===== src/common/dcs_cfg.svh =====
`ifndef DCS_CFG_SVH
`define DCS_CFG_SVH

// ==========================================================
// Register byte offsets
`define DCS_OFS_DIVIDER 12'h0500
`define DCS_OFS_OUTPUT 12'h0504
`define DCS_OFS_CONTROL 12'h0508
`define DCS_OFS_AUX 12'h0538

// ==========================================================
// Writable bit masks
`define DCS_MASK_DIVIDER 32'h0000_FFFF
`define DCS_MASK_OUTPUT 32'h0000_000F
`define DCS_MASK_CONTROL 32'h0000_FFFF
`define DCS_MASK_AUX 32'h0000_0001

// ==========================================================
// Reset values
`define DCS_RST_DIVIDER 32'h0000_0081
`define DCS_RST_OUTPUT 32'h0000_000A
`define DCS_RST_CONTROL 32'h0000_3F89
`define DCS_RST_AUX 32'h0000_0000

// ==========================================================
// Divider register fields
`define DCS_FB_MSB 15
`define DCS_FB_LSB 6
`define DCS_FB_SS_MSB 12
`define DCS_REF_MSB 5
`define DCS_REF_LSB 0

// ==========================================================
// Output register fields
`define DCS_HOLD_BIT 3
`define DCS_OUTDIV_MSB 2
`define DCS_OUTDIV_LSB 0

// ==========================================================
// Control register fields
`define DCS_PD_BIT 15
`define DCS_FSE_BIT 14
`define DCS_AV_BIT 13
`define DCS_CV_BIT 12
`define DCS_BYP_BIT 11
`define DCS_LCNT_MSB 10
`define DCS_LCNT_LSB 7
`define DCS_LWIN_MSB 6
`define DCS_LWIN_LSB 4
`define DCS_FILT_MSB 3
`define DCS_FILT_LSB 0

// ==========================================================
// Auxiliary register fields
`define DCS_SSE_BIT 0
`define DCS_LOCK_BIT 8
`define DCS_DETECT_BIT 9

// ==========================================================
// Lock figures
`define DCS_LOCK_EXP_BASE 5
`define DCS_LOCK_WIN_BASE_PPM 17'd500

`endif


===== src/common/dcs_pkg.sv =====
package dcs_pkg;

  // ==========================================================
  // Output divider codes
  typedef enum logic [2:0] {
    DCS_OUT_DIV1 = 3'b000,
    DCS_OUT_DIV2 = 3'b001,
    DCS_OUT_DIV4 = 3'b010,
    DCS_OUT_DIV8 = 3'b011,
    DCS_OUT_DIV16 = 3'b100,
    DCS_OUT_DIV32 = 3'b101
  } dcs_out_div_e;

  // ==========================================================
  // APB answer phases
  typedef enum logic [1:0] {
    DCS_APB_IDLE = 2'b00,
    DCS_APB_WAIT = 2'b01,
    DCS_APB_DONE = 2'b10
  } dcs_apb_e;

  typedef logic [31:0] dcs_word_t;

  // Field value plus one, widened by one bit
  function automatic logic [10:0] dcs_plus_one(input logic [9:0] v);
    dcs_plus_one = {1'b0, v} + 11'd1;
  endfunction : dcs_plus_one

  // Power of two of a small exponent
  function automatic logic [20:0] dcs_pow2(input logic [4:0] e);
    dcs_pow2 = 21'd1 << e;
  endfunction : dcs_pow2

endpackage : dcs_pkg


===== src/hdl/dcs_sync2.sv =====
`timescale 1ns/1ns

// ==========================================================
// Two-flop synchroniser
module dcs_sync2 #(
  parameter int W = 1
) (
  // Clock and reset
  input wire logic sys_clk,
  input wire logic rst_n,
  // Asynchronous level in
  input wire logic [W-1:0] async_in,
  // Synchronised level out
  output logic [W-1:0] sync_out
);

  logic [W-1:0] meta_ff;
  logic [W-1:0] sync_ff;

  // First stage feeds only the second
  always_ff @(posedge sys_clk or negedge rst_n) begin
    if (!rst_n) begin
      meta_ff <= '0;
      sync_ff <= '0;
    end else begin
      meta_ff <= async_in;
      sync_ff <= meta_ff;
    end
  end

  assign sync_out = sync_ff;

endmodule : dcs_sync2


===== src/hdl/dcs_lock_timer.sv =====
`timescale 1ns/1ns

// ==========================================================
// Lock qualification counter
module dcs_lock_timer
  import dcs_pkg::*;
(
  // Clock and reset
  input wire logic sys_clk,
  input wire logic rst_n,
  // Qualifiers
  input wire logic ref_tick,
  input wire logic lock_seen,
  input wire logic clear,
  input wire logic [20:0] target,
  // Lock result
  output logic locked
);

  logic [20:0] cnt_ff;
  logic locked_ff;

  // Count reference cycles while detection holds
  always_ff @(posedge sys_clk or negedge rst_n) begin
    if (!rst_n) begin
      cnt_ff <= '0;
      locked_ff <= 1'b0;
    end else if (clear || !lock_seen) begin
      cnt_ff <= '0;
      locked_ff <= 1'b0;
    end else if (ref_tick && !locked_ff) begin
      if (cnt_ff + 21'd1 >= target) begin
        locked_ff <= 1'b1;
      end
      cnt_ff <= cnt_ff + 21'd1;
    end
  end

  assign locked = locked_ff;

endmodule : dcs_lock_timer


===== src/hdl/dcs_synth_config.sv =====
`timescale 1ns/1ns
`include "dcs_cfg.svh"

// Notes on behaviour
// - Feedback divide is field plus one, 1..1024
// - Spread mode uses seven low bits, 1..128
// - Reference divide is field plus one
// - Hold bit keeps synthesizer in reset, except in bypass or power-down
// - Output divide codes select powers of two
// - Power-down overrides bypass, hold, feedback select, spread and lock, all low; core off high
// - Feedback select: 0 pin, 1 internal
// - External feedback makes spread mode ineffective
// - Core voltage bit: 1 high, 0 low
// - Bypass powers core down, passes reference
// - Lock delay is two to count plus five
// - Lock window doubles from 500 ppm
// - Registers read-write, aux lock and detect bits read-only, reset by bus reset

module dcs_synth_config
  import dcs_pkg::*;
(
  // Clock and reset
  input wire logic sys_clk,
  input wire logic rst_n,
  // APB slave
  input wire logic psel,
  input wire logic penable,
  input wire logic pwrite,
  input wire logic [11:0] paddr,
  input wire logic [31:0] pwdata,
  input wire logic [3:0] pstrb,
  output logic [31:0] prdata,
  output logic pready,
  output logic pslverr,
  // Synthesizer pins
  input wire logic reference_clock_in,
  input wire logic synth_lock_detect,
  output logic [10:0] fb_divide_ratio,
  output logic [6:0] ref_divide_ratio,
  output logic [5:0] out_divide_ratio,
  output logic synth_hold_reset,
  output logic synth_power_down,
  output logic synth_core_off,
  output logic synth_bypass,
  output logic feedback_path_select,
  output logic spread_spectrum_enable,
  output logic core_voltage_select,
  output logic analog_voltage_select,
  output logic [3:0] filter_range,
  output logic [3:0] lock_count_field,
  output logic [16:0] lock_window_ppm,
  output logic synth_locked
);

  // ==========================================================
  // Register storage
  dcs_word_t divider_cfg_ff;
  dcs_word_t output_cfg_ff;
  dcs_word_t control_cfg_ff;
  dcs_word_t aux_cfg_ff;

  // ==========================================================
  // Bus state
  dcs_apb_e apb_state_ff;
  logic [31:0] prdata_ff;
  logic pready_ff;
  logic pslverr_ff;
  logic [31:0] nxt_prdata;
  logic nxt_hit;
  logic wr_take;

  // ==========================================================
  // Pin synchronisation
  logic ref_sync;
  logic detect_sync;
  logic ref_prev_ff;
  logic ref_tick;
  logic lock_raw;

  // ==========================================================
  // Decoded fields
  logic pd_bit;
  logic fse_bit;
  logic byp_bit;
  logic hold_bit;
  logic sse_eff;
  logic [2:0] out_code;
  logic [10:0] nxt_fb_ratio;
  logic [5:0] nxt_out_ratio;
  logic [20:0] lock_target;

  // Byte-lane merge of a write into a stored word
  function automatic dcs_word_t merge_write(
    input dcs_word_t old_v,
    input dcs_word_t new_v,
    input logic [3:0] strb,
    input dcs_word_t mask
  );
    dcs_word_t tmp;
    tmp = old_v;
    for (int i = 0; i < 4; i++) begin
      if (strb[i]) begin
        tmp[i*8 +: 8] = new_v[i*8 +: 8];
      end
    end
    merge_write = tmp & mask;
  endfunction : merge_write

  // ==========================================================
  // Address decode and read mux
  always_comb begin
    nxt_hit = 1'b1;
    nxt_prdata = 32'h0000_0000;
    if (paddr == `DCS_OFS_DIVIDER) begin
      nxt_prdata = divider_cfg_ff;
    end else if (paddr == `DCS_OFS_OUTPUT) begin
      nxt_prdata = output_cfg_ff;
    end else if (paddr == `DCS_OFS_CONTROL) begin
      nxt_prdata = control_cfg_ff;
    end else if (paddr == `DCS_OFS_AUX) begin
      nxt_prdata = aux_cfg_ff;
      nxt_prdata[`DCS_LOCK_BIT] = synth_locked;
      nxt_prdata[`DCS_DETECT_BIT] = detect_sync;
    end else begin
      nxt_hit = 1'b0;
    end
  end

  // Write commits at the edge that samples pready high
  assign wr_take = psel && penable && pready_ff && pwrite && !pslverr_ff;

  // ==========================================================
  // APB answer: one wait cycle, then pready for one cycle
  always_ff @(posedge sys_clk or negedge rst_n) begin
    if (!rst_n) begin
      apb_state_ff <= DCS_APB_IDLE;
      pready_ff <= 1'b0;
      pslverr_ff <= 1'b0;
      prdata_ff <= 32'h0000_0000;
    end else begin
      case (apb_state_ff)
        DCS_APB_IDLE: begin
          pready_ff <= 1'b0;
          pslverr_ff <= 1'b0;
          if (psel && penable) begin
            apb_state_ff <= DCS_APB_WAIT;
            pready_ff <= 1'b1;
            pslverr_ff <= !nxt_hit;
            prdata_ff <= (pwrite || !nxt_hit) ? 32'h0000_0000 : nxt_prdata;
          end
        end
        DCS_APB_WAIT: begin
          apb_state_ff <= DCS_APB_DONE;
          pready_ff <= 1'b0;
          pslverr_ff <= 1'b0;
        end
        DCS_APB_DONE: begin
          apb_state_ff <= DCS_APB_IDLE;
          pready_ff <= 1'b0;
          pslverr_ff <= 1'b0;
        end
        default: begin
          apb_state_ff <= DCS_APB_IDLE;
          pready_ff <= 1'b0;
          pslverr_ff <= 1'b0;
        end
      endcase
    end
  end

  assign prdata = prdata_ff;
  assign pready = pready_ff;
  assign pslverr = pslverr_ff;

  // ==========================================================
  // Divider register
  always_ff @(posedge sys_clk or negedge rst_n) begin
    if (!rst_n) begin
      divider_cfg_ff <= `DCS_RST_DIVIDER;
    end else if (wr_take && paddr == `DCS_OFS_DIVIDER) begin
      divider_cfg_ff <= merge_write(divider_cfg_ff, pwdata, pstrb, `DCS_MASK_DIVIDER);
    end
  end

  // Output register
  always_ff @(posedge sys_clk or negedge rst_n) begin
    if (!rst_n) begin
      output_cfg_ff <= `DCS_RST_OUTPUT;
    end else if (wr_take && paddr == `DCS_OFS_OUTPUT) begin
      output_cfg_ff <= merge_write(output_cfg_ff, pwdata, pstrb, `DCS_MASK_OUTPUT);
    end
  end

  // Control register
  always_ff @(posedge sys_clk or negedge rst_n) begin
    if (!rst_n) begin
      control_cfg_ff <= `DCS_RST_CONTROL;
    end else if (wr_take && paddr == `DCS_OFS_CONTROL) begin
      control_cfg_ff <= merge_write(control_cfg_ff, pwdata, pstrb, `DCS_MASK_CONTROL);
    end
  end

  // Auxiliary register holding spread enable
  always_ff @(posedge sys_clk or negedge rst_n) begin
    if (!rst_n) begin
      aux_cfg_ff <= `DCS_RST_AUX;
    end else if (wr_take && paddr == `DCS_OFS_AUX) begin
      aux_cfg_ff <= merge_write(aux_cfg_ff, pwdata, pstrb, `DCS_MASK_AUX);
    end
  end

  // ==========================================================
  // Field decode
  assign pd_bit = control_cfg_ff[`DCS_PD_BIT];
  assign fse_bit = control_cfg_ff[`DCS_FSE_BIT];
  assign byp_bit = control_cfg_ff[`DCS_BYP_BIT];
  assign hold_bit = output_cfg_ff[`DCS_HOLD_BIT];
  assign sse_eff = aux_cfg_ff[`DCS_SSE_BIT] && fse_bit;
  assign out_code = output_cfg_ff[`DCS_OUTDIV_MSB:`DCS_OUTDIV_LSB];

  // Feedback ratio, short field in spread mode
  always_comb begin
    if (sse_eff) begin
      nxt_fb_ratio = dcs_plus_one({3'b000, divider_cfg_ff[`DCS_FB_SS_MSB:`DCS_FB_LSB]});
    end else begin
      nxt_fb_ratio = dcs_plus_one(divider_cfg_ff[`DCS_FB_MSB:`DCS_FB_LSB]);
    end
  end

  // Output ratio, unused codes clamp to the deepest divide
  always_comb begin
    case (out_code)
      DCS_OUT_DIV1: nxt_out_ratio = 6'd1;
      DCS_OUT_DIV2: nxt_out_ratio = 6'd2;
      DCS_OUT_DIV4: nxt_out_ratio = 6'd4;
      DCS_OUT_DIV8: nxt_out_ratio = 6'd8;
      DCS_OUT_DIV16: nxt_out_ratio = 6'd16;
      default: nxt_out_ratio = 6'd32;
    endcase
  end

  // Lock delay in reference cycles
  assign lock_target = dcs_pow2(5'(control_cfg_ff[`DCS_LCNT_MSB:`DCS_LCNT_LSB])
    + 5'(`DCS_LOCK_EXP_BASE));

  // ==========================================================
  // Registered ratios and voltages
  always_ff @(posedge sys_clk or negedge rst_n) begin
    if (!rst_n) begin
      fb_divide_ratio <= 11'd3;
      ref_divide_ratio <= 7'd2;
      out_divide_ratio <= 6'd4;
      core_voltage_select <= 1'b1;
      analog_voltage_select <= 1'b1;
      filter_range <= 4'h9;
      lock_count_field <= 4'hF;
      lock_window_ppm <= `DCS_LOCK_WIN_BASE_PPM;
    end else begin
      fb_divide_ratio <= nxt_fb_ratio;
      ref_divide_ratio <= 7'(dcs_plus_one({4'h0,
        divider_cfg_ff[`DCS_REF_MSB:`DCS_REF_LSB]}));
      out_divide_ratio <= nxt_out_ratio;
      core_voltage_select <= control_cfg_ff[`DCS_CV_BIT];
      analog_voltage_select <= control_cfg_ff[`DCS_AV_BIT];
      filter_range <= control_cfg_ff[`DCS_FILT_MSB:`DCS_FILT_LSB];
      lock_count_field <= control_cfg_ff[`DCS_LCNT_MSB:`DCS_LCNT_LSB];
      lock_window_ppm <= `DCS_LOCK_WIN_BASE_PPM
        << control_cfg_ff[`DCS_LWIN_MSB:`DCS_LWIN_LSB];
    end
  end

  // ==========================================================
  // Registered power, bypass and reset with precedence
  always_ff @(posedge sys_clk or negedge rst_n) begin
    if (!rst_n) begin
      synth_power_down <= 1'b0;
      synth_core_off <= 1'b1;
      synth_bypass <= 1'b1;
      synth_hold_reset <= 1'b0;
      feedback_path_select <= 1'b0;
      spread_spectrum_enable <= 1'b0;
    end else begin
      synth_power_down <= pd_bit;
      synth_core_off <= pd_bit || byp_bit;
      synth_bypass <= byp_bit && !pd_bit;
      synth_hold_reset <= hold_bit && !byp_bit && !pd_bit;
      feedback_path_select <= fse_bit && !pd_bit;
      spread_spectrum_enable <= sse_eff && !pd_bit;
    end
  end

  // ==========================================================
  // Pin synchronisers
  dcs_sync2 #(
    .W(2)
  ) u_sync (
    .sys_clk(sys_clk),
    .rst_n(rst_n),
    .async_in({reference_clock_in, synth_lock_detect}),
    .sync_out({ref_sync, detect_sync})
  );

  // Reference rising edge from synchronised level
  always_ff @(posedge sys_clk or negedge rst_n) begin
    if (!rst_n) begin
      ref_prev_ff <= 1'b0;
    end else begin
      ref_prev_ff <= ref_sync;
    end
  end

  assign ref_tick = ref_sync && !ref_prev_ff;

  // ==========================================================
  // Lock qualification, cleared while core is off or held
  dcs_lock_timer u_lock (
    .sys_clk(sys_clk),
    .rst_n(rst_n),
    .ref_tick(ref_tick),
    .lock_seen(detect_sync),
    .clear(pd_bit || byp_bit || hold_bit),
    .target(lock_target),
    .locked(lock_raw)
  );

  // Lock output from its own flop
  always_ff @(posedge sys_clk or negedge rst_n) begin
    if (!rst_n) begin
      synth_locked <= 1'b0;
    end else begin
      synth_locked <= lock_raw && !pd_bit;
    end
  end

endmodule : dcs_synth_config


===== config.mk =====
export PLATFORM = sky130hd
export DESIGN_NAME = dcs_synth_config
export DESIGN_NICKNAME = d
export VERILOG_FILES = /design/src/common/dcs_pkg.sv /design/src/hdl/dcs_sync2.sv /design/src/hdl/dcs_lock_timer.sv /design/src/hdl/dcs_synth_config.sv
export VERILOG_INCLUDE_DIRS = /design/src /design/src/common
export SDC_FILE = /design/constraint.sdc
export NUM_CORES = 1
export LEC_CHECK = 0
export ABC_AREA = 1
export ABC_CLOCK_PERIOD_IN_PS = 2200
export BUFFER_PORTS_ARGS = -buffer_cell sky130_fd_sc_hd__buf_2
export CAP_MARGIN = 10
export CORE_UTILIZATION = 47
export DETAILED_ROUTE_END_ITERATION = 12
export GPL_ROUTABILITY_DRIVEN = 0
export GPL_TIMING_DRIVEN = 0
export PLACE_DENSITY = 0.73
export SETUP_SLACK_MARGIN = 0.15
export SLEW_MARGIN = 20
export SYNTH_ARGS = -nofsm -noshare
export SYNTH_HDL_FRONTEND = slang
export SYNTH_SLANG_ARGS = --single-unit
export TNS_END_PERCENT = 30

===== constraint.sdc =====
create_clock -name sys_clk -period 2.2 [get_ports sys_clk]
set_input_delay 0.33 -clock sys_clk [delete_from_list [all_inputs] [get_ports sys_clk]]
set_output_delay 0.33 -clock sys_clk [all_outputs]
set_load 0.01 [all_outputs]

==> metrics <==
final hold slack around 130 ps; critical path arrival between 2000 and 3000 ps; clock latency on the worst-skew pair between 400 and 500 ps; Fin. Hold Viols 0; Core Rows 43; Post-Layout Cell Count about 1,200; leakage power approximately 0.0048 µW; Critical-path top delay cell dfrtp_2; drc violations 0; H-tree levels 4; Synth Area per Inst around 8.4 µm²; final setup vio count 1; TritonCTS clock tree yes; Cell variety after synth 36; Setup crit end kind flip-flop; remaining antenna violation count 0; failing checks negative setup slack; Seq/Total Area, Yosys a little over half; wire per inst ~14 µm; Hold Startpoint pwdata[7]; pwr/cell area ~670 nW/µm²; vias in the first global route 5,289; FMAX between 0.4 and 0.5 GHz; final worst slack -195.1 ps; CP required approximately 2500 ps; Clk pin slew, worst setup/hold paths 60 ps; TritonCTS Buffers 17; io pins roughly 150; share of cells above drive strength 1 approximately 30%; WS Path Type flip-flop to flip-flop; Port Buf Inserts around 110; Peak VDD IR 595.4 µV; synth-to-layout area growth 29.05%; initial antenna violation count 1; Via-to-Cell Ratio just under 5; Ys Warns 0; GR Overflow Total 0; gr usage total between 20% and 30%; Max Slew Vio Count 0; Hold Path End divider_cfg_ff[7]; DP HPWL roughly 11 mm; mapped cell area roughly 6700 µm²; largest net degree at the start of global routing between 90 and 100; Die Span Y 121.8 µm; Worst path most repeated cell nand2_1; max cap viols 0; status finished, violations left; post-synthesis register bit count 139; CP Max Fanout 3; hold depth 3; worst r2r src u_lock.cnt_ff[4]; register-to-register setup slack -200 ps; DRT Wirelength ~16 mm; Cells after Synth ~800; Post-Route Skew between 7 and 8 ps; Initial Util between 40% and 50%; crit path cell chain nand2_2, nor3_4, nand2_2, nor3_4, buf_4, nand2_1, nand2_1, nand2_1, inv_2, ha_4, nand2_2, inv_1, nand2_1, nand2_1, a21oi_2, nand4_1, nand3_1, nand2_1; post-layout minimum cycle time 2395 ps; Post-Place Cells 1,115; Core ar. approximately 14,000 µm²; setup repair after global routing missed its margin yes; setup TNS -195.1 ps; FF-to-FF path depth 18; Tightest Pin Transition 527.8 ps; nets@finish 1,058; worst relative slew slack around 65%; clk sinks 139; first drt pass iteration count 5; Pwr Total 5834 µW; Hold WC Path Type input pin to flip-flop; Startpoint Class flip-flop; Crit Reg-Reg Endpoint u_lock.locked; Via Count ~5,700; Die W 121.8 µm; global-route wire length before repair 25.92 mm; CP max stage delay 420 ps; post-place setup slack -341.2 ps; starting DRC count in detailed routing between 400 and 500; die area ~15,000 µm²; Final Cycle Share 108.9%; clk root buf clkbuf_16; clock buffer depth 2
power by group:
| part | switching [µW] | total (µW) | internal, µW |
|---|---|---|---|
| sequential | 7.76 | 2580 | 2570 |
| clock | 1120 | 3010 | 1890 |
| combinational | 152 | 241 | 89.2 |
synth_stat cells:
cell,count,area (µm²)
a21o_1,1,7.510
a21oi_1,11,55.05
a31oi_1,1,6.260
and2_1,1,6.260
buf_2,7,35.03
buf_4,20,150.1
buf_6,2,22.52
clkbuf_1,6,22.52
clkinv_1,1,3.750
clkinv_2,1,5.000
conb_1,2,7.510
dfrtp_1,106,2653
dfstp_2,33,867.1
ha_1,24,300.3
inv_1,100,375.4
inv_2,5,18.77
inv_4,1,6.260
nand2_1,247,927.1
nand2_2,6,37.54
nand2_4,3,33.78
nand3_1,26,130.1
nand3_2,1,10.01
nand3_4,1,17.52
nand4_1,7,43.79
nor2_1,68,255.2
nor2_2,3,18.77
nor2_4,3,33.78
nor3_1,17,85.08
nor3_2,3,30.03
nor3b_1,1,7.510
o211ai_1,2,15.01
o21ai_0,20,100.1
o21ai_1,41,205.2
o22ai_1,10,62.56
or2_0,1,6.260
xor2_1,21,183.9
what timing repair did:
action | in CTS | in global routing
resized for setup | 25 | 31
hold buffers | 3 | 0
setup endpoints to repair | 1 | 1
buffers inserted | 17 | 5
hold endpoints to repair | 38 | 0
gates cloned | 0 | 0
pin swaps | 20 | 15
cells by family (layout without fill, tap and decap cells):
| family | Yosys count | count (layout) | share of synthesized area [%] |
|---|---|---|---|
| flops | 139 | 139 | 52.18 |
| compound gates | 86 | 86 | 6.696 |
| simple gates | 388 | 388 | 24.36 |
| other cells | 2 | 25 | 0.1113 |
| fa+ha+maj | 24 | 24 | 4.452 |
| xor+xnor | 21 | 21 | 2.727 |
| buf+inv | 143 | 310 | 9.479 |
worst max-delay path by stage:
stage	from	end	slack [ps]	depth (start not counted)
2_1_floorplan	u_lock.cnt_ff[1]	u_lock.locked	140	15
5_1_grt	u_lock.cnt_ff[4]	u_lock.locked	-330	18
4_1_cts	u_lock.cnt_ff[4]	u_lock.locked	-110	16
3_5_place_dp	u_lock.cnt_ff[5]	u_lock.locked	-340	16
6_report	u_lock.cnt_ff[4]	u_lock.locked	-200	18
3_3_place_gp	rst_n	fb_divide_ratio[9]	-1080	1
sequential cells by signal (all words and copies together) (netlist names), 2 cells and up:
register / flops
filter_range: 4
ref_divide_ratio: 7
output_cfg_ff: 4
lock_window_ppm: 14
lock_count_field: 4
fb_divide_ratio: 11
u_sync.meta_ff: 2
u_sync.sync_out: 2
prdata: 16
u_lock.cnt_ff: 21
control_cfg_ff: 16
apb_state_ff: 2
divider_cfg_ff: 16
out_divide_ratio: 6
metrics by stage:
step | cell area, µm² | utilization, %
2_1_floorplan | 6835 | -
3_3_place_gp | 7606 | 54.58
3_5_place_dp | 7644 | 54.85
4_1_cts | 8526 | 61.18
5_1_grt | 8702 | 62.45
6_report | 8705 | 62.47
area by class of cell:
cell class | count | area, µm²
well taps | 180 | 225.2
clock inverters | 11 | 160.2
multi-input cells | 543 | 2885
fillers | 1168 | 5230
flip-flops and latches | 139 | 3523
repair buffers | 135 | 790.8
plain buffers | 35 | 236.5
inverters | 108 | 410.4
diodes | 1 | 2.502
clock buffers | 21 | 470.5
cells in the final DEF (no fill, tap or decap), types with 13 or more instances in the layout:
cell / n
dfrtp_1: 103
buf_4: 41
clkbuf_16: 17
nand3_1: 25
nand2_1: 238
inv_1: 95
dfstp_2: 33
conb_1: 24
buf_2: 114
xor2_1: 18
o21ai_1: 42
ha_1: 20
nor2_1: 58
o21ai_0: 19
nand2_2: 13
worst max-delay path, delay by kind of cell, from the launching register on:
kind	cells	cell delay (ps)
simple gates	13	1250
compound gates	1	160
buf+inv	3	260
fa+ha+maj	1	200
flops	1	420
per-layer routing:
metal	part of all wire, %	GRT usage (%)	routed length [µm]	vias to the layer above
met4	1.5	7.407	239	0
met5	0	0	0	-
li1	-	-	-	2826
met1	45	30.97	7401	2665
met3	6.8	5.337	1113	22
met2	47	36.86	7699	197
Power figures use the tool's default switching activity.
